===== config.mk =====
export PLATFORM = sky130hd
export DESIGN_NAME = bsl_slice
export DESIGN_NICKNAME = d
export VERILOG_FILES = /design/src/bsl_pkg.sv /design/src/bsl_regfile.sv /design/src/bsl_slice.sv
export SDC_FILE = /design/constraint.sdc
export NUM_CORES = 1
export LEC_CHECK = 0
export BUFFER_PORTS_ARGS = -buffer_cell sky130_fd_sc_hd__buf_2
export CORE_UTILIZATION = 65
export CTS_BUF_LIST = sky130_fd_sc_hd__clkbuf_8
export DETAILED_ROUTE_END_ITERATION = 7
export PLACE_DENSITY = 0.89
export SLEW_MARGIN = 20
export SYNTH_ARGS = -nofsm -noshare
export SYNTH_HDL_FRONTEND = slang
export SYNTH_HIERARCHICAL = 1
export SYNTH_SLANG_ARGS = --single-unit

===== constraint.sdc =====
create_clock -name clk -period 6.1 [get_ports clk]
set_input_delay 0 -clock clk [delete_from_list [all_inputs] [get_ports clk]]
set_output_delay 0 -clock clk [all_outputs]
set_load 0.05 [all_outputs]

===== src/bsl_pkg.sv =====
// Shared constants, types and field layouts of the four-bit datapath slice.
package bsl_pkg;

   // -------------------------------------------------------------------
   // Widths and field positions
   // -------------------------------------------------------------------
   localparam int SLICE_W     = 4;   // Data bits per slice.
   localparam int ADDR_W      = 3;   // Register address field width.
   localparam int STACK_DEPTH = 16;  // Stack entries per slice.
   localparam int CB_TOP      = 3;   // Control bit three: push/pull, complement, source.
   localparam int CB_AMSB     = 2;   // Top bit of an address field.
   localparam int CB_CTL_LSB  = 2;   // Function field sits in bits 3:2.

   // -------------------------------------------------------------------
   // Reset values
   // -------------------------------------------------------------------
   localparam logic [SLICE_W-1:0] DATA_RST = 4'h0;
   localparam logic               ZERO_N_RST = 1'b1;

   // -------------------------------------------------------------------
   // Types
   // -------------------------------------------------------------------
   // Eight intervals of one machine cycle, Gray coded along the loop.
   typedef enum logic [2:0] {
      PH_T1 = 3'h0, PH_T2 = 3'h1, PH_T3 = 3'h3, PH_T4 = 3'h2,
      PH_T5 = 3'h6, PH_T6 = 3'h7, PH_T7 = 3'h5, PH_T8 = 3'h4
   } bsl_phase_t;

   typedef enum logic [1:0] {
      ALU_AND = 2'h0, ALU_XOR = 2'h1, ALU_OR = 2'h2, ALU_ADD = 2'h3
   } bsl_alu_t;

   typedef enum logic [1:0] {
      CTL_NOP = 2'h0, CTL_SIGN_FILL = 2'h1, CTL_SHIFT_LEFT_ONE = 2'h2,
      CTL_SHIFT_RIGHT_ONE = 2'h3
   } bsl_ctl_t;

   // Control words gathered over one machine cycle.
   typedef struct packed {
      logic                    push_pull;
      logic [ADDR_W-1:0]       a_addr;
      logic                    comp_a;
      logic [ADDR_W-1:0]       b_addr;
      bsl_ctl_t                ctl;
      bsl_alu_t                alu;
   } bsl_micro_t;

   // Four status flags.
   typedef struct packed {
      logic gen;
      logic carry;
      logic ovf;
      logic link;
   } bsl_flags_t;

   localparam bsl_flags_t FLAGS_RST = 4'h0;

endpackage : bsl_pkg


===== src/bsl_regfile.sv =====
// Working register file: one write port, two registered read ports.
module bsl_regfile #(
   parameter int W  = bsl_pkg::SLICE_W,
   parameter int AW = bsl_pkg::ADDR_W
) (
   input  wire logic          clk,
   input  wire logic          arst_n,
   input  wire logic          we,
   input  wire logic [AW-1:0] waddr,
   input  wire logic [W-1:0]  wdata,
   input  wire logic          re_a,
   input  wire logic [AW-1:0] raddr_a,
   output logic      [W-1:0]  rdata_a,
   input  wire logic          re_b,
   input  wire logic [AW-1:0] raddr_b,
   output logic      [W-1:0]  rdata_b
);
   import bsl_pkg::*;

   logic [W-1:0] mem_q [2**AW];

   // Storage has no reset; address zero is never written by the slice.
   always_ff @(posedge clk) begin
      if (we) begin
         mem_q[waddr] <= wdata;
      end
   end

   // Read data come out of registers so the word is steady for a whole interval.
   always_ff @(posedge clk or negedge arst_n) begin
      if (!arst_n) begin
         rdata_a <= DATA_RST;
         rdata_b <= DATA_RST;
      end else begin
         if (re_a) begin
            rdata_a <= mem_q[raddr_a];
         end
         if (re_b) begin
            rdata_b <= mem_q[raddr_b];
         end
      end
   end

endmodule : bsl_regfile


===== src/bsl_slice.sv =====
// Four-bit datapath slice: control decode, ALU, shifter, stack and flags.
module bsl_slice #(
   parameter int W     = bsl_pkg::SLICE_W,
   parameter int DEPTH = bsl_pkg::STACK_DEPTH
) (
   input  wire logic                          clk,
   input  wire logic                          arst_n,
   input  wire logic                          cycle_start,
   input  wire logic [3:0]                    control_bus_bits,
   input  wire logic                          msb_slice,
   input  wire logic                          upper_byte_slice,
   input  wire logic                          flag_update_en,
   input  wire logic                          link_carry_select,
   input  wire logic                          flag_save_restore,
   input  wire logic                          sign_input,
   input  wire logic [W-1:0]                  external_data_lines_i,
   output logic      [W-1:0]                  external_data_lines_o,
   output logic      [W-1:0]                  external_data_lines_oe,
   input  wire logic                          upper_carry_shift_line_i,
   output logic                               upper_carry_shift_line_o,
   output logic                               upper_carry_shift_line_oe,
   input  wire logic                          lower_carry_shift_line_i,
   output logic                               lower_carry_shift_line_o,
   output logic                               lower_carry_shift_line_oe,
   output logic                               stack_full_out,
   output logic                               result_zero_n,
   output logic                               general_flag_out,
   output logic                               carry_overflow_out,
   output bsl_pkg::bsl_flags_t                flags
);
   import bsl_pkg::*;

   // Flag fields and the stack are laid out for a four-bit slice.
   if (W != SLICE_W) begin : g_w_chk
      $error("bsl_slice serves only four-bit slices");
   end
   if (DEPTH < 2) begin : g_d_chk
      $error("bsl_slice stack needs at least two entries");
   end

   // -------------------------------------------------------------------
   // Interval sequencing
   // -------------------------------------------------------------------
   bsl_phase_t phase_q;
   bsl_phase_t phase_d;

   // One clock per interval; cycle_start forces the next interval to T1.
   always_comb begin
      unique case (phase_q)
         PH_T1: phase_d = PH_T2;
         PH_T2: phase_d = PH_T3;
         PH_T3: phase_d = PH_T4;
         PH_T4: phase_d = PH_T5;
         PH_T5: phase_d = PH_T6;
         PH_T6: phase_d = PH_T7;
         PH_T7: phase_d = PH_T8;
         PH_T8: phase_d = PH_T1;
      endcase
      if (cycle_start) begin
         phase_d = PH_T1;
      end
   end

   always_ff @(posedge clk or negedge arst_n) begin
      if (!arst_n) begin
         phase_q <= PH_T1;
      end else begin
         phase_q <= phase_d;
      end
   end

   // -------------------------------------------------------------------
   // Control word capture on the odd intervals
   // -------------------------------------------------------------------
   bsl_micro_t        micro_q;
   logic [ADDR_W-1:0] r_addr_q;
   logic              src_q;          // Bit three of the phase-7 word.

   always_ff @(posedge clk or negedge arst_n) begin
      if (!arst_n) begin
         micro_q  <= '0;
         r_addr_q <= '0;
         src_q    <= 1'b0;
      end else begin
         unique case (phase_q)
            PH_T1: {micro_q.push_pull, micro_q.a_addr} <= control_bus_bits;
            PH_T3: {micro_q.comp_a, micro_q.b_addr}    <= control_bus_bits;
            PH_T5: {micro_q.ctl, micro_q.alu} <= {bsl_ctl_t'(control_bus_bits[3:2]),
                                                  bsl_alu_t'(control_bus_bits[1:0])};
            PH_T7: {src_q, r_addr_q}                   <= control_bus_bits;
            default: ;
         endcase
      end
   end

   // -------------------------------------------------------------------
   // Register file and operand buses
   // -------------------------------------------------------------------
   logic [W-1:0] rd_a;
   logic [W-1:0] rd_b;
   logic [W-1:0] a_q;
   logic [W-1:0] b_q;
   logic [W-1:0] r_q;
   logic [W-1:0] stk_q [DEPTH];
   bsl_flags_t   flags_q;
   logic         rf_we;

   assign rf_we = (phase_q == PH_T8) && (r_addr_q != '0);

   bsl_regfile #(
      .W  (W),
      .AW (ADDR_W)
   ) u_rf (
      .clk     (clk),
      .arst_n  (arst_n),
      .we      (rf_we),
      .waddr   (r_addr_q),
      .wdata   (r_q),
      .re_a    (phase_q == PH_T1),
      .raddr_a (control_bus_bits[CB_AMSB:0]),
      .rdata_a (rd_a),
      .re_b    (phase_q == PH_T3),
      .raddr_b (control_bus_bits[CB_AMSB:0]),
      .rdata_b (rd_b)
   );

   // A-bus settles at the end of T2, B-bus at the end of T4.
   always_ff @(posedge clk or negedge arst_n) begin
      if (!arst_n) begin
         a_q <= DATA_RST;
         b_q <= DATA_RST;
      end else begin
         if (phase_q == PH_T2) begin
            if (micro_q.a_addr != '0) begin
               a_q <= rd_a;
            end else if (micro_q.push_pull) begin
               a_q <= stk_q[0];
            end else if (flag_save_restore) begin
               a_q <= flags_q;
            end else begin
               a_q <= '0;
            end
         end
         if (phase_q == PH_T4) begin
            b_q <= (micro_q.b_addr != '0) ? rd_b : '0;
         end
      end
   end

   // -------------------------------------------------------------------
   // ALU, evaluated in T5 with the carry rippling through the lower line
   // -------------------------------------------------------------------
   logic [W-1:0] a_eff;
   logic [W:0]   sum_w;
   logic [W-1:0] low_sum;
   logic         v_w;
   logic [W-1:0] alu_w;
   logic [W-1:0] s_q;

   assign a_eff   = micro_q.comp_a ? ~a_q : a_q;
   assign sum_w   = {1'b0, a_eff} + {1'b0, b_q} + {{W{1'b0}}, lower_carry_shift_line_i};
   assign low_sum = {1'b0, a_eff[W-2:0]} + {1'b0, b_q[W-2:0]}
                    + {{(W-1){1'b0}}, lower_carry_shift_line_i};
   assign v_w     = sum_w[W] ^ low_sum[W-1];                 // Carry into top bit differs.

   always_comb begin
      unique case (bsl_alu_t'(control_bus_bits[1:0]))
         ALU_AND: alu_w = a_eff & b_q;
         ALU_XOR: alu_w = a_eff ^ b_q;
         ALU_OR:  alu_w = a_eff | b_q;
         ALU_ADD: alu_w = sum_w[W-1:0];
      endcase
   end

   always_ff @(posedge clk or negedge arst_n) begin
      if (!arst_n) begin
         s_q <= DATA_RST;
      end else if (phase_q == PH_T5) begin
         s_q <= alu_w;
      end
   end

   // -------------------------------------------------------------------
   // Shifter and R-bus source in T7
   // -------------------------------------------------------------------
   logic         link_in_shift;
   logic         msb_in;
   logic [W-1:0] sh_w;
   logic [W-1:0] r_w;
   logic         sign_q;

   assign link_in_shift = msb_slice && link_carry_select;
   assign msb_in        = link_in_shift ? flags_q.link : upper_carry_shift_line_i;

   always_comb begin
      unique case (micro_q.ctl)
         CTL_SHIFT_LEFT_ONE:  sh_w = {s_q[W-2:0], lower_carry_shift_line_i};
         CTL_SHIFT_RIGHT_ONE: sh_w = {msb_in, s_q[W-1:1]};
         default:             sh_w = s_q;
      endcase
      if (micro_q.ctl == CTL_SIGN_FILL) begin
         // Lower-byte slices keep the low byte; upper ones fill with sign or zero.
         r_w = upper_byte_slice ? (control_bus_bits[CB_TOP] ? {W{sign_q}} : '0)
                                : s_q;
      end else begin
         r_w = control_bus_bits[CB_TOP] ? external_data_lines_i : sh_w;
      end
   end

   // The sign line is sampled in T2, before the data lines are reused.
   always_ff @(posedge clk or negedge arst_n) begin
      if (!arst_n) begin
         sign_q <= 1'b0;
      end else if (phase_q == PH_T2) begin
         sign_q <= sign_input;
      end
   end

   always_ff @(posedge clk or negedge arst_n) begin
      if (!arst_n) begin
         r_q <= DATA_RST;
      end else if (phase_q == PH_T7) begin
         r_q <= r_w;
      end
   end

   // Zero-result lags the R-bus register by one interval so the sequencer sees a settled value.
   always_ff @(posedge clk or negedge arst_n) begin
      if (!arst_n) begin
         result_zero_n <= ZERO_N_RST;
      end else if (phase_q == PH_T8) begin
         result_zero_n <= (r_q != '0);
      end
   end

   // -------------------------------------------------------------------
   // Stack: entry zero is the top, the last entry the bottom
   // -------------------------------------------------------------------
   logic do_pop;
   logic do_push;

   assign do_pop  = (phase_q == PH_T2) && (micro_q.a_addr == '0) && micro_q.push_pull;
   assign do_push = (phase_q == PH_T8) && (r_addr_q == '0) && micro_q.push_pull;

   always_ff @(posedge clk or negedge arst_n) begin
      if (!arst_n) begin
         for (int i = 0; i < DEPTH; i++) begin
            stk_q[i] <= DATA_RST;
         end
      end else if (do_push) begin
         stk_q[0] <= r_q;
         for (int i = 1; i < DEPTH; i++) begin
            stk_q[i] <= stk_q[i-1];
         end
      end else if (do_pop) begin
         stk_q[DEPTH-1] <= '0;   // Bottom empties so stack-full clears after pops.
         for (int i = 0; i < DEPTH-1; i++) begin
            stk_q[i] <= stk_q[i+1];
         end
      end
   end

   assign stack_full_out = (stk_q[DEPTH-1] != '0);

   // -------------------------------------------------------------------
   // Status flags
   // -------------------------------------------------------------------
   logic restore;

   assign restore = (phase_q == PH_T8) && (r_addr_q == '0) && !micro_q.push_pull
                    && flag_save_restore;

   // Add status is taken in T5, shift link in T7, restore from R-bus in T8.
   always_ff @(posedge clk or negedge arst_n) begin
      if (!arst_n) begin
         flags_q <= FLAGS_RST;
      end else if (restore) begin
         flags_q <= r_q;
      end else if (phase_q == PH_T5) begin
         // The ALU code is taken live in T5; the latched copy still holds the last step.
         if (msb_slice && flag_update_en && bsl_alu_t'(control_bus_bits[1:0]) == ALU_ADD) begin
            flags_q.carry <= sum_w[W];
            if (v_w) begin
               flags_q.ovf <= 1'b1;
            end
         end
      end else if (phase_q == PH_T7 && link_in_shift) begin
         if (micro_q.ctl == CTL_SHIFT_LEFT_ONE) begin
            flags_q.link <= s_q[W-1];
         end else if (micro_q.ctl == CTL_SHIFT_RIGHT_ONE) begin
            flags_q.link <= s_q[0];
         end
      end
   end

   assign flags              = flags_q;
   assign general_flag_out   = flags_q.gen;
   assign carry_overflow_out = link_carry_select ? flags_q.carry : flags_q.ovf;

   // -------------------------------------------------------------------
   // Carry/shift lines
   // -------------------------------------------------------------------
   logic shift_win;

   assign shift_win = (phase_q == PH_T7) || (phase_q == PH_T8);

   always_comb begin
      upper_carry_shift_line_o  = 1'b0;
      upper_carry_shift_line_oe = 1'b0;
      lower_carry_shift_line_o  = 1'b0;
      lower_carry_shift_line_oe = 1'b0;
      if (phase_q == PH_T5) begin
         upper_carry_shift_line_o  = sum_w[W];
         upper_carry_shift_line_oe = 1'b1;
      end else if (shift_win && micro_q.ctl == CTL_SHIFT_LEFT_ONE) begin
         upper_carry_shift_line_o  = s_q[W-1];
         upper_carry_shift_line_oe = 1'b1;
      end else if (shift_win && micro_q.ctl == CTL_SHIFT_RIGHT_ONE) begin
         lower_carry_shift_line_o  = s_q[0];
         lower_carry_shift_line_oe = 1'b1;
      end
   end

   // -------------------------------------------------------------------
   // External data lines, registered one interval ahead
   // -------------------------------------------------------------------
   // R-bus in T2, A-bus in T4, all ones in T5 and T6, released otherwise.
   always_ff @(posedge clk or negedge arst_n) begin
      if (!arst_n) begin
         external_data_lines_o  <= DATA_RST;
         external_data_lines_oe <= '0;
      end else begin
         unique case (phase_d)
            PH_T2: begin
               external_data_lines_o  <= r_q;
               external_data_lines_oe <= '1;
            end
            PH_T4: begin
               external_data_lines_o  <= a_q;
               external_data_lines_oe <= '1;
            end
            PH_T5, PH_T6: begin
               external_data_lines_o  <= '1;
               external_data_lines_oe <= '1;
            end
            default: begin
               external_data_lines_o  <= DATA_RST;
               external_data_lines_oe <= '0;
            end
         endcase
      end
   end
endmodule : bsl_slice


==> results by group, run 1 <==
Run status
  • Outcome: completed

Timing
  • Setup TNS: 0 ns
  • Max-slew headroom: 27.0%
  • Fin. Hold Viols: 0
  • Final worst path period need: 2.98 ns
  • Worst-Margin Slew: 1.10 ns
  • Fmax: 336 MHz
  • Setup Skew: 0.0108 ns
  • Slew Viols, Final: 0
  • RSZ-0062 raised after global routing: no
  • Final setup viols: 0
  • Fin crit share: 48.9%

Drt
  • Post-Route WL: 16.8 mm
  • DRT Pass-1 Iters: 7
  • Uppermost routed layer: met4
  • Final ANT Viol Nets: 0
  • Met1 wire length: 6.66 mm
  • Post-DR wirelength/cell: 18.8 um
  • Via count: 5780
  • DR vias/cell: 6.49
  • Iteration-0 DRC Markers: 603
  • # DRC: 0
  • Metal3 WL: 1.00 mm
  • Routed met2 length: 8.53 mm

Floorplan
  • I/O pin cnt: 39
  • Core Area: 11400 um^2
  • Die extent in x: 110 um
  • Die Y: 110 um
  • Num rows: 39
  • Die area: 12100 um^2
  • Initial Util: 66.4%

Clock network
  • CTS sink cnt: 147
  • Total CTS buffers: 17
  • H-tree depth: 4
  • CTS Buffer Depth: 2
  • Worst skew pair latency: 0.45 ns
  • Root Driver: clkbuf_8
  • Worst-path clk slew: 0.08 ns
  • CTS tree: done

Setup path
  • Worst path bufs/invs: 2
  • Setup crit end: upper_carry_shift_line_o
  • Cell repeated most along the worst path: fa_1
  • CP delay by family, top: adder cells
  • Worst EP arrival: 2.98 ns
  • FF-to-FF path depth: 6
  • R2r endpoint: r_q[1]
  • R2R setup slack: 3.17 ns
  • CP required: 6.10 ns
  • CP Launch Point: micro_q[7]
  • Worst r2r src: phase_q[0]
  • Crit path kind: reg -> out
  • Worst path max stage delay: 0.46 ns
  • Slowest cell on crit path: dfrtp_1
  • Worst-path fanout max: 5
  • Worst-path cell chain: xor2_1, inv_1, fa_1, fa_1, nand3b_1, a21oi_1, a41o_1, buf_2
  • Worst setup SP type: register
  • Levels on crit path: 8
  • CP endpoint kind: output pin

Placement
  • Final weighted congestion in routability-driven placement: 0.860
  • Detailed Place HPWL: 10.6 mm
  • I/O Buffers: 38
  • Placed Cells: 844

Logic synthesis
  • Mapped cell area: 7550 um^2
  • Sequential area share after synthesis: 50.8%
  • Mapped Avg Cell Area: 10.5 um^2
  • Netlist cell types: 52
  • Mapped Cells: 719
  • EDFF count, synth: 32
  • YS warnings: 6
  • Syn Nets: 749
  • Post-synth ARST share: 78.2%
  • Main synth FF type: dfrtp_1
  • Seq cells post-synth: 147

Cells and area
  • Area Growth Syn to Fin: 7.88%
  • Diodes inserted: 0
  • Layout Cells excl Fill: 890
  • Fin nets: 764
  • Share of cells above drive strength 1: 13.5%
  • # fillers: 757

Power and ir drop
  • Peak supply drop: 0.382 mV
  • Pwr dens: 474 nW/um^2
  • Leakage power: 0.00356 uW

GRT
  • Total congestion overflow: 0
  • Total GRT Usage: 30.1%
  • Initial antenna violation count: 0
  • First-pass GRT wire length: 27.2 mm
  • Vias in the first global route: 5569
  • Largest net degree at the start of global routing: 119

Worst hold path
  • Hold WC Path Type: in -> reg

Flow run
  • Max_cap viols: 0
[worst min-delay path by stage]
stage                   startpoint  depth (start not counted)          to
2_1_floorplan               arst_n                          0      a_q[0]
3_3_place_gp                arst_n                          1      r_q[0]
3_5_place_dp                arst_n                          1      r_q[0]
4_1_cts        control_bus_bits[3]                          2  micro_q[3]
5_1_grt        control_bus_bits[3]                          2  micro_q[7]
6_report       control_bus_bits[3]                          2  micro_q[7]
[worst reg2reg max path, delay by kind of cell (launching register included)]
family	cells	cell delay, ns
AOI/OAI and AO/OA	2	0.26
and+or+nand+nor	2	0.82
DFF	1	0.61
buffers and inverters	2	1.13
[timing repair]
| item | CTS | global route |
|---|---|---|
| hold endpoints to repair | 71 | 0 |
| resized for setup | 0 | 0 |
| buffers inserted | 0 | 0 |
| hold buffers | 14 | 0 |
[metal layers]
| metal | track usage, % | up-vias |
|---|---|---|
| li1 | - | 2654 |
| met1 | 36.3 | 2854 |
| met2 | 50.6 | 215 |
| met3 | 8.30 | 57 |
| met4 | 13.0 | 0 |
| met5 | 0 | - |
[kinds of logic after synthesis]
logic type / count (synthesis) / share of synthesized area [%]
buffers and inverters: 81 / 5.65
xor gates and xnor gates: 6 / 0.696
muxes: 62 / 8.98
and+or+nand+nor: 211 / 13.0
AOI/OAI and AO/OA: 201 / 18.8
adders and majority gates: 11 / 2.02
DFF: 147 / 50.8
[Yosys cell counts (2+ instances only)]
cell	count	share of area (%)
nor2_1	25	1.2
nand3_1	7	0.46
inv_1	23	1.1
ha_1	9	1.5
o22ai_1	4	0.33
and3_1	2	0.17
mux2_4	2	0.40
a21o_1	8	0.80
nor3_1	6	0.40
nand4_1	2	0.17
a22o_1	13	1.5
o21ai_0	6	0.40
a21oi_1	69	4.6
a211oi_1	9	0.89
a22oi_1	24	2.4
nand2b_1	6	0.50
nor2b_1	20	1.7
mux2i_1	40	5.3
buf_6	4	0.60
and2_1	4	0.33
nand3b_1	2	0.20
a41oi_1	52	6.0
nand2_1	125	6.2
mux2_2	17	2.5
or3_1	3	0.25
buf_4	10	0.99
a31o_1	8	0.93
edfxtp_1	32	13
clkbuf_1	24	1.2
buf_2	18	1.2
buf_12	2	0.53
dfrtp_1	114	38
fa_1	2	0.53
xor2_1	5	0.58
mux4_2	2	0.60
a211o_1	3	0.35
a221o_1	2	0.27
[area by class of cell]
cell class	count	area, um^2	area share (%)
clock buffers	20	275	3.38
clock inverters	12	108	1.32
inverters	23	86.3	1.06
multi-input cells	491	3310	40.6
flip-flops and latches	147	3840	47.2
well taps	143	179	2.20
repair buffers	54	348	4.27
[state kept, by name, summed over array words and instances, names as in the netlist, 3 cells and up]
| signal | cells |
|---|---|
| u_rf/rdata_b | 4 |
| stk_q | 64 |
| r_addr_q | 3 |
| b_q | 4 |
| flags | 3 |
| u_rf/rdata_a | 4 |
| external_data_lines_o | 4 |
| phase_q | 3 |
| s_q | 4 |
| u_rf/mem_q | 32 |
| micro_q | 10 |
| r_q | 4 |
| a_q | 4 |
[placed cells by master, fill, tap and decap left out, types with 5 or more instances in the layout]
cell type      instances
nand2_1              125
xor2_1                 5
a21oi_1               69
nor2b_1               20
mux2i_1               40
o21ai_0                6
clkbuf_8              20
a41oi_1               52
nand3_1                6
buf_2                 37
inv_1                 24
nand2b_1               6
dfrtp_1              113
a21o_1                 8
dlygate4sd3_1         14
nor2_1                25
a22oi_1               24
ha_1                   9
nor3_1                 6
a211oi_1               9
mux2_2                17
edfxtp_1              32
a31o_1                 8
a22o_1                12
[power breakdown]
group	internal (uW)	leakage [uW]	switching, uW
logic	557	0.00170	711
registers	1390	0.00167	473
clock network	354	0.000192	371
total	2310	0.00356	1560
[metrics by stage]
stage | total power, uW | hold slack (ns) | instance area, um^2 | setup WS [ns] | utilization, %
3_5_place_dp | 3100 | 0.0895 | 7620 | 3.20 | 67.0
3_3_place_gp | 2990 | 0.0796 | 7620 | 3.33 | 67.0
2_1_floorplan | 2740 | -0.296 | 7550 | 3.79 | -
6_report | 3860 | 0.0253 | 8150 | 3.12 | 71.7
4_1_cts | 3850 | 0.00811 | 8140 | 3.09 | 71.6
5_1_grt | 4120 | 0.0142 | 8150 | 2.95 | 71.7
Power figures use the tool's default switching activity.
==> inputs of run 2 (changes only) <==
--- a/config.mk
+++ b/config.mk
@@ -5,11 +5,12 @@
 export SDC_FILE = /design/constraint.sdc
 export NUM_CORES = 1
 export LEC_CHECK = 0
+export ABC_AREA = 1
 export BUFFER_PORTS_ARGS = -buffer_cell sky130_fd_sc_hd__buf_2
-export CORE_UTILIZATION = 65
+export CORE_UTILIZATION = 58
 export CTS_BUF_LIST = sky130_fd_sc_hd__clkbuf_8
 export DETAILED_ROUTE_END_ITERATION = 7
-export PLACE_DENSITY = 0.89
+export PLACE_DENSITY = 0.84
 export SLEW_MARGIN = 20
 export SYNTH_ARGS = -nofsm -noshare
 export SYNTH_HDL_FRONTEND = slang
==> constraint.sdc (replaced) <==
create_clock -name clk -period 2.6 [get_ports clk]
set_input_delay 0 -clock clk [delete_from_list [all_inputs] [get_ports clk]]
set_output_delay 0 -clock clk [all_outputs]
set_load 0.05 [all_outputs]
==> results by group, run 2 <==
Drt
  • Post-Route WL: 18.2 mm
  • Post-DR wirelength/cell: 14.1 um
  • Via count: 7064
  • DR vias/cell: 5.45
  • Iteration-0 DRC Markers: 786
  • DRT Pass-1 Iters: 5
  • # DRC: 0
  • Final ANT Viol Nets: 0

Timing
  • Slew Viols, Final: 0
  • RSZ-0062 raised after global routing: no
  • Max-slew headroom: 37.6%
  • Setup Skew: 0.0149 ns
  • Setup slack after layout: 0.112 ns
  • Setup TNS: 0 ns
  • Fin. Hold Viols: 0
  • Final setup viols: 0
  • Worst-Margin Slew: 0.934 ns
  • Final worst path period need: 2.49 ns
  • Fmax: 402 MHz
  • Hold slack: 0.0210 ns
  • Fin crit share: 95.7%

Floorplan
  • I/O pin cnt: 39
  • Die Y: 119 um
  • Die extent in x: 119 um
  • Num rows: 42
  • Initial Util: 59.7%
  • Die area: 14200 um^2
  • Core Area: 13300 um^2

Cells and area
  • Area Growth Syn to Fin: 9.02%
  • Top flop regs: stk_q: 64 flops, u_rf/mem_q: 32 flops, micro_q: 10 flops
  • Share of cells above drive strength 1: 8.21%
  • Max reg flops: 64
  • Commonest non-fill, non-tap cell in the layout: nand2_1
  • Diodes inserted: 0
  • Reg with most FFs: stk_q
  • Design area: 8690 um^2
  • Commonest cells after routing, fill and taps aside: nand2_1 (380), nand3_1 (208), inv_1 (163), dfrtp_1 (112)
  • Fin nets: 1137

Run status
  • Outcome: completed

Setup path
  • R2R setup slack: 0.21 ns
  • Worst EP arrival: 2.49 ns
  • Cell repeated most along the worst path: nor2_1
  • R2r endpoint: r_q[0]
  • Worst-path fanout max: 5
  • Worst path max stage delay: 0.46 ns
  • Worst setup SP type: register
  • Worst r2r src: micro_q[3]
  • CP Launch Point: micro_q[7]
  • Slowest cell on crit path: dfrtp_2
  • FF-to-FF path depth: 10
  • Worst-path cell chain: xnor2_1, fa_2, fa_1, nor2_1, nor2_1, o22ai_1, buf_4
  • CP required: 2.60 ns
  • Crit path kind: reg -> out
  • CP endpoint kind: output pin

GRT
  • Largest net degree at the start of global routing: 66
  • Vias in the first global route: 6315
  • First-pass GRT wire length: 30.5 mm
  • Total GRT Usage: 27.2%
  • Initial antenna violation count: 0
  • Total congestion overflow: 0

Placement
  • I/O Buffers: 38
  • Detailed Place HPWL: 11.9 mm
  • Worst slack at placement: 0.470 ns
  • Final weighted congestion in routability-driven placement: 0.934
  • DP Area: 8180 um^2

Power and ir drop
  • Peak supply drop: 0.628 mV
  • Leakage power: 0.00473 uW
  • Pwr dens: 827 nW/um^2
  • Total chip power: 7190 uW

Logic synthesis
  • Post-synth ARST share: 78.2%
  • Mapped cell area: 7970 um^2
  • Area leader, netlist: dfrtp_1
  • YS warnings: 6
  • Synth top area cells: dfrtp_1 (36%), nand2_1 (18%), nand3_1 (13%), edfxtp_1 (12%), inv_1 (7.7%)
  • Seq cells post-synth: 147
  • Sequential area share after synthesis: 48.2%
  • EDFF count, synth: 32
  • Commonest cells in the synthesized netlist: nand2_1 (380), nand3_1 (208), inv_1 (163), dfrtp_1 (114), nor2_1 (37)
  • Mapped Avg Cell Area: 7.43 um^2
  • Main synth FF type: dfrtp_1
  • Netlist cell types: 29
  • Mapped Cells: 1073
  • Count leader, synth: nand2_1
  • Synth top area share: 35.8%
  • Syn Nets: 1103

Clock network
  • Worst skew pair latency: 0.47 ns
  • CTS tree: done
  • CTS sink cnt: 147
  • CTS Buffer Depth: 2
  • Total CTS buffers: 17
  • Root Driver: clkbuf_8
  • Number of setup buffers added after CTS: 0
  • Worst-path clk slew: 0.09 ns
  • H-tree depth: 4

Worst hold path
  • Worst hold start: flag_save_restore
  • WHS Endpoint: flags[0]
  • Hold path cells: 6
  • Hold WC Path Type: in -> reg

Flow run
  • Max_cap viols: 0
## run 2: cell count changes after synthesis, sizes merged, moves of 24 or more
cell | previous run | this run
nand2 | 125 | 382
nand3 | 7 | 209
inv | 23 | 167
a21oi | 69 | 11
a41oi | 52 | 0
mux2i | 40 | 0
o21ai | 6 | 34
a22oi | 24 | 0
## run 2: timing repair
item,4_1_cts,5_1_grt
endpoints found under the hold margin,103,0
resized for setup,1,3
setup endpoints to repair,1,2
hold buffers,14,0
## run 2: metal layers
| metal | vias to the layer above | routed length (um) | share of wire (%) | track usage (%) |
|---|---|---|---|---|
| li1 | 3438 | - | - | - |
| met1 | 3271 | 8030 | 44 | 38.9 |
| met4 | 0 | 403 | 2.2 | 11.1 |
| met5 | - | 0 | 0 | 0 |
| met2 | 319 | 8390 | 46 | 41.5 |
| met3 | 36 | 1410 | 7.8 | 4.36 |
## run 2: cells by family after synthesis
logic type	Yosys count	share of synthesized area [%]
fa+ha+maj	11	1.91
simple gates	642	34.2
flops	147	48.2
xor+xnor	4	0.439
buf+inv	213	11.6
compound gates	56	3.74
## run 2: worst max-delay path by stage
stage | end | slack [ns] | cells past startpoint
6_report | upper_carry_shift_line_o | 0.11 | 7
5_1_grt | upper_carry_shift_line_o | 0.008 | 7
4_1_cts | upper_carry_shift_line_o | 0.02 | 7
3_5_place_dp | upper_carry_shift_line_o | 0.47 | 7
3_3_place_gp | upper_carry_shift_line_o | 0.53 | 7
2_1_floorplan | upper_carry_shift_line_o | 0.12 | 7
## run 2: stage by stage
stage | util (%) | instances
global route | 65.1 | 1296
CTS | 65.1 | 1296
detailed placement | 61.2 | 1250
global placement | 61.2 | 1250
finish | 65.1 | 1296
floorplan | - | 1073
## run 2: area by class of cell
cell class | count | area [um^2]
well taps | 176 | 220
multi-input cells | 713 | 3210
fillers | 1103 | 4660
clock inverters | 15 | 134
flip-flops and latches | 147 | 3840
clock buffers | 17 | 234
inverters | 167 | 632
repair buffers | 61 | 415
## run 2: worst max-delay path, delay by kind of cell, from the launching register on
family | cells | cell delay, ns
fa+ha+maj | 2 | 0.83
compound gates | 1 | 0.13
flops | 1 | 0.46
xor+xnor | 1 | 0.19
simple gates | 2 | 0.18
buf+inv | 1 | 0.24
## run 2: power breakdown
group          leakage, uW  switching [uW]  total, uW  internal, uW
registers          0.00181             488       3270          2780
clock network     0.000184             994       1700           701
logic              0.00274            1490       2220           736
total              0.00473            2970       7190          4220
==> inputs of run 3 (changes only) <==
--- a/config.mk
+++ b/config.mk
@@ -11,6 +11,7 @@
 export CTS_BUF_LIST = sky130_fd_sc_hd__clkbuf_8
 export DETAILED_ROUTE_END_ITERATION = 7
 export PLACE_DENSITY = 0.84
+export SKIP_LAST_GASP = 1
 export SLEW_MARGIN = 20
 export SYNTH_ARGS = -nofsm -noshare
 export SYNTH_HDL_FRONTEND = slang
==> constraint.sdc (replaced) <==
create_clock -name clk -period 2.2 [get_ports clk]
set_input_delay 0 -clock clk [delete_from_list [all_inputs] [get_ports clk]]
set_output_delay 0 -clock clk [all_outputs]
set_load 0.05 [all_outputs]
==> results by group, run 3 (synthesized netlist as in run 2, its figures left out) <==
Timing
  • Final setup viols: 1
  • Final worst path period need: 2.27 ns
  • Setup Skew: 0.0113 ns
  • Setup TNS: -0.0661 ns
  • Fin. Hold Viols: 0
  • Slew Viols, Final: 0
  • Setup slack after layout: -0.0661 ns
  • Fin crit share: 103%
  • Hold slack: 0.0139 ns
  • RSZ-0062 raised after global routing: yes
  • Max-slew headroom: 37.0%
  • Fmax: 441 MHz
  • Worst-Margin Slew: 0.944 ns

GRT
  • Vias in the first global route: 6433
  • First-pass GRT wire length: 30.5 mm
  • Total congestion overflow: 0
  • Initial antenna violation count: 0
  • Largest net degree at the start of global routing: 78
  • Total GRT Usage: 27.3%

Clock network
  • Total CTS buffers: 17
  • Worst-path clk slew: 0.08 ns
  • CTS sink cnt: 147
  • Worst skew pair latency: 0.46 ns
  • CTS tree: done
  • CTS Buffer Depth: 2
  • Root Driver: clkbuf_8
  • H-tree depth: 4

Power and ir drop
  • Leakage power: 0.00480 uW
  • Comb pwr share: 32.8%
  • Peak supply drop: 0.781 mV
  • Pwr dens: 1010 nW/um^2
  • Flop pwr share: 43.2%
  • P_int: 5390 uW
  • Switching pwr: 3500 uW
  • Clock share of power: 24.1%
  • Sw frac: 39.4%

Drt
  • Routed met2 length: 8.45 mm
  • Via count: 7079
  • Met1 wire length: 8.28 mm
  • Final ANT Viol Nets: 0
  • Post-DR wirelength/cell: 14.3 um
  • # DRC: 0
  • Iteration-0 DRC Markers: 730
  • Metal3 WL: 1.37 mm
  • DRT Pass-1 Iters: 8
  • Uppermost routed layer: met4
  • DR vias/cell: 5.42
  • Post-Route WL: 18.7 mm

Worst hold path
  • Hold path cells: 6
  • Hold WC Path Type: in -> reg

Setup path
  • Crit path kind: reg -> out
  • CP required: 2.20 ns
  • CP endpoint kind: output pin
  • FF-to-FF path depth: 8
  • Worst EP arrival: 2.27 ns
  • Worst setup SP type: register
  • Worst-path fanout max: 3

Placement
  • I/O Buffers: 38
  • Final weighted congestion in routability-driven placement: 0.940
  • Worst slack at placement: 0.135 ns
  • Detailed Place HPWL: 11.9 mm
  • DP Area: 8230 um^2

Cells and area
  • Multi-input combinational cell area: 3240 um^2
  • # fillers: 1061
  • Max reg flops: 64
  • Diodes inserted: 0
  • Commonest cells after routing, fill and taps aside: nand2_1 (380), nand3_1 (208), inv_1 (165), dfrtp_1 (113), nor2_1 (37)
  • Storage element area: 3840 um^2
  • Commonest non-fill, non-tap cell in the layout: nand2_1
  • Area Growth Syn to Fin: 10.7%
  • Design area: 8820 um^2
  • Share of cells above drive strength 1: 8.95%
  • Reg with most FFs: stk_q
  • Fin nets: 1146
  • Top flop regs: stk_q: 64 flops, u_rf/mem_q: 32 flops, micro_q: 10 flops

Run status
  • Outcome: complete, but fails checks
  • Failing checks: setup timing

Floorplan
  • Die extent in x: 119 um
  • Die area: 14200 um^2
  • Die Y: 119 um
  • Initial Util: 59.7%
  • Core Area: 13300 um^2
  • I/O pin cnt: 39
  • Num rows: 42

Flow run
  • Max_cap viols: 0
==> run 3: layout make-up <==
class,count,share of cell area [%]
clock inverters,15,1.91
clock buffers,17,2.65
well taps,176,2.50
multi-input cells,713,36.7
inverters,167,7.16
flip-flops and latches,147,43.5
repair buffers,70,5.56
==> run 3: layer usage <==
layer | GRT usage (%) | vias to the layer above
met5 | 0 | -
met1 | 38.2 | 3277
met2 | 41.2 | 297
met4 | 11.2 | 0
met3 | 6.08 | 52
li1 | - | 3453
==> run 3: power groups by stage <==
stage               combinational (uW)  clock [uW]  sequential [uW]
global placement                  2570           0             3830
CTS                               2770        2160             3800
finish                            2910        2140             3840
floorplan                         1890           0             3820
global route                      3230        2270             3870
detailed placement                2640           0             3850
==> run 3: critical path, stage by stage, from the launching register on <==
cell and delay, ns:
dfrtp_1 0.41, xnor2_2 0.18, fa_2 0.38, fa_2 0.38
nor2_1 0.11, nor2_1 0.07, o22ai_2 0.10, buf_6 0.18
==> run 3: final timing paths <==
kind                            slack (ns)      start                  endpoint
worst max-delay path                 -0.07     a_q[0]  upper_carry_shift_line_o
max in group asynchronous             1.67     arst_n             result_zero_n
worst min register to register        0.48  stk_q[56]                 stk_q[56]
min in group asynchronous             0.11     arst_n                micro_q[2]
worst max register to register        0.13     a_q[0]                    s_q[1]
worst min-delay path                  0.01  msb_slice                  flags[0]
==> run 3: what timing repair did <==
action	CTS	global route
hold buffers	14	0
cloned	0	0
hold endpoints to repair	128	0
setup endpoints to repair	1	2
gates resized for setup	5	3
pin swaps	2	1
setup buffers	2	1
==> run 3: through the flow <==
step	utilization, %	power [uW]	cells
after floorplan	-	5710	1073
after global placement	61.6	6400	1256
after detailed placement	61.6	6490	1256
after CTS	66.0	8730	1304
after global routing	66.1	9360	1305
final	66.1	8890	1305
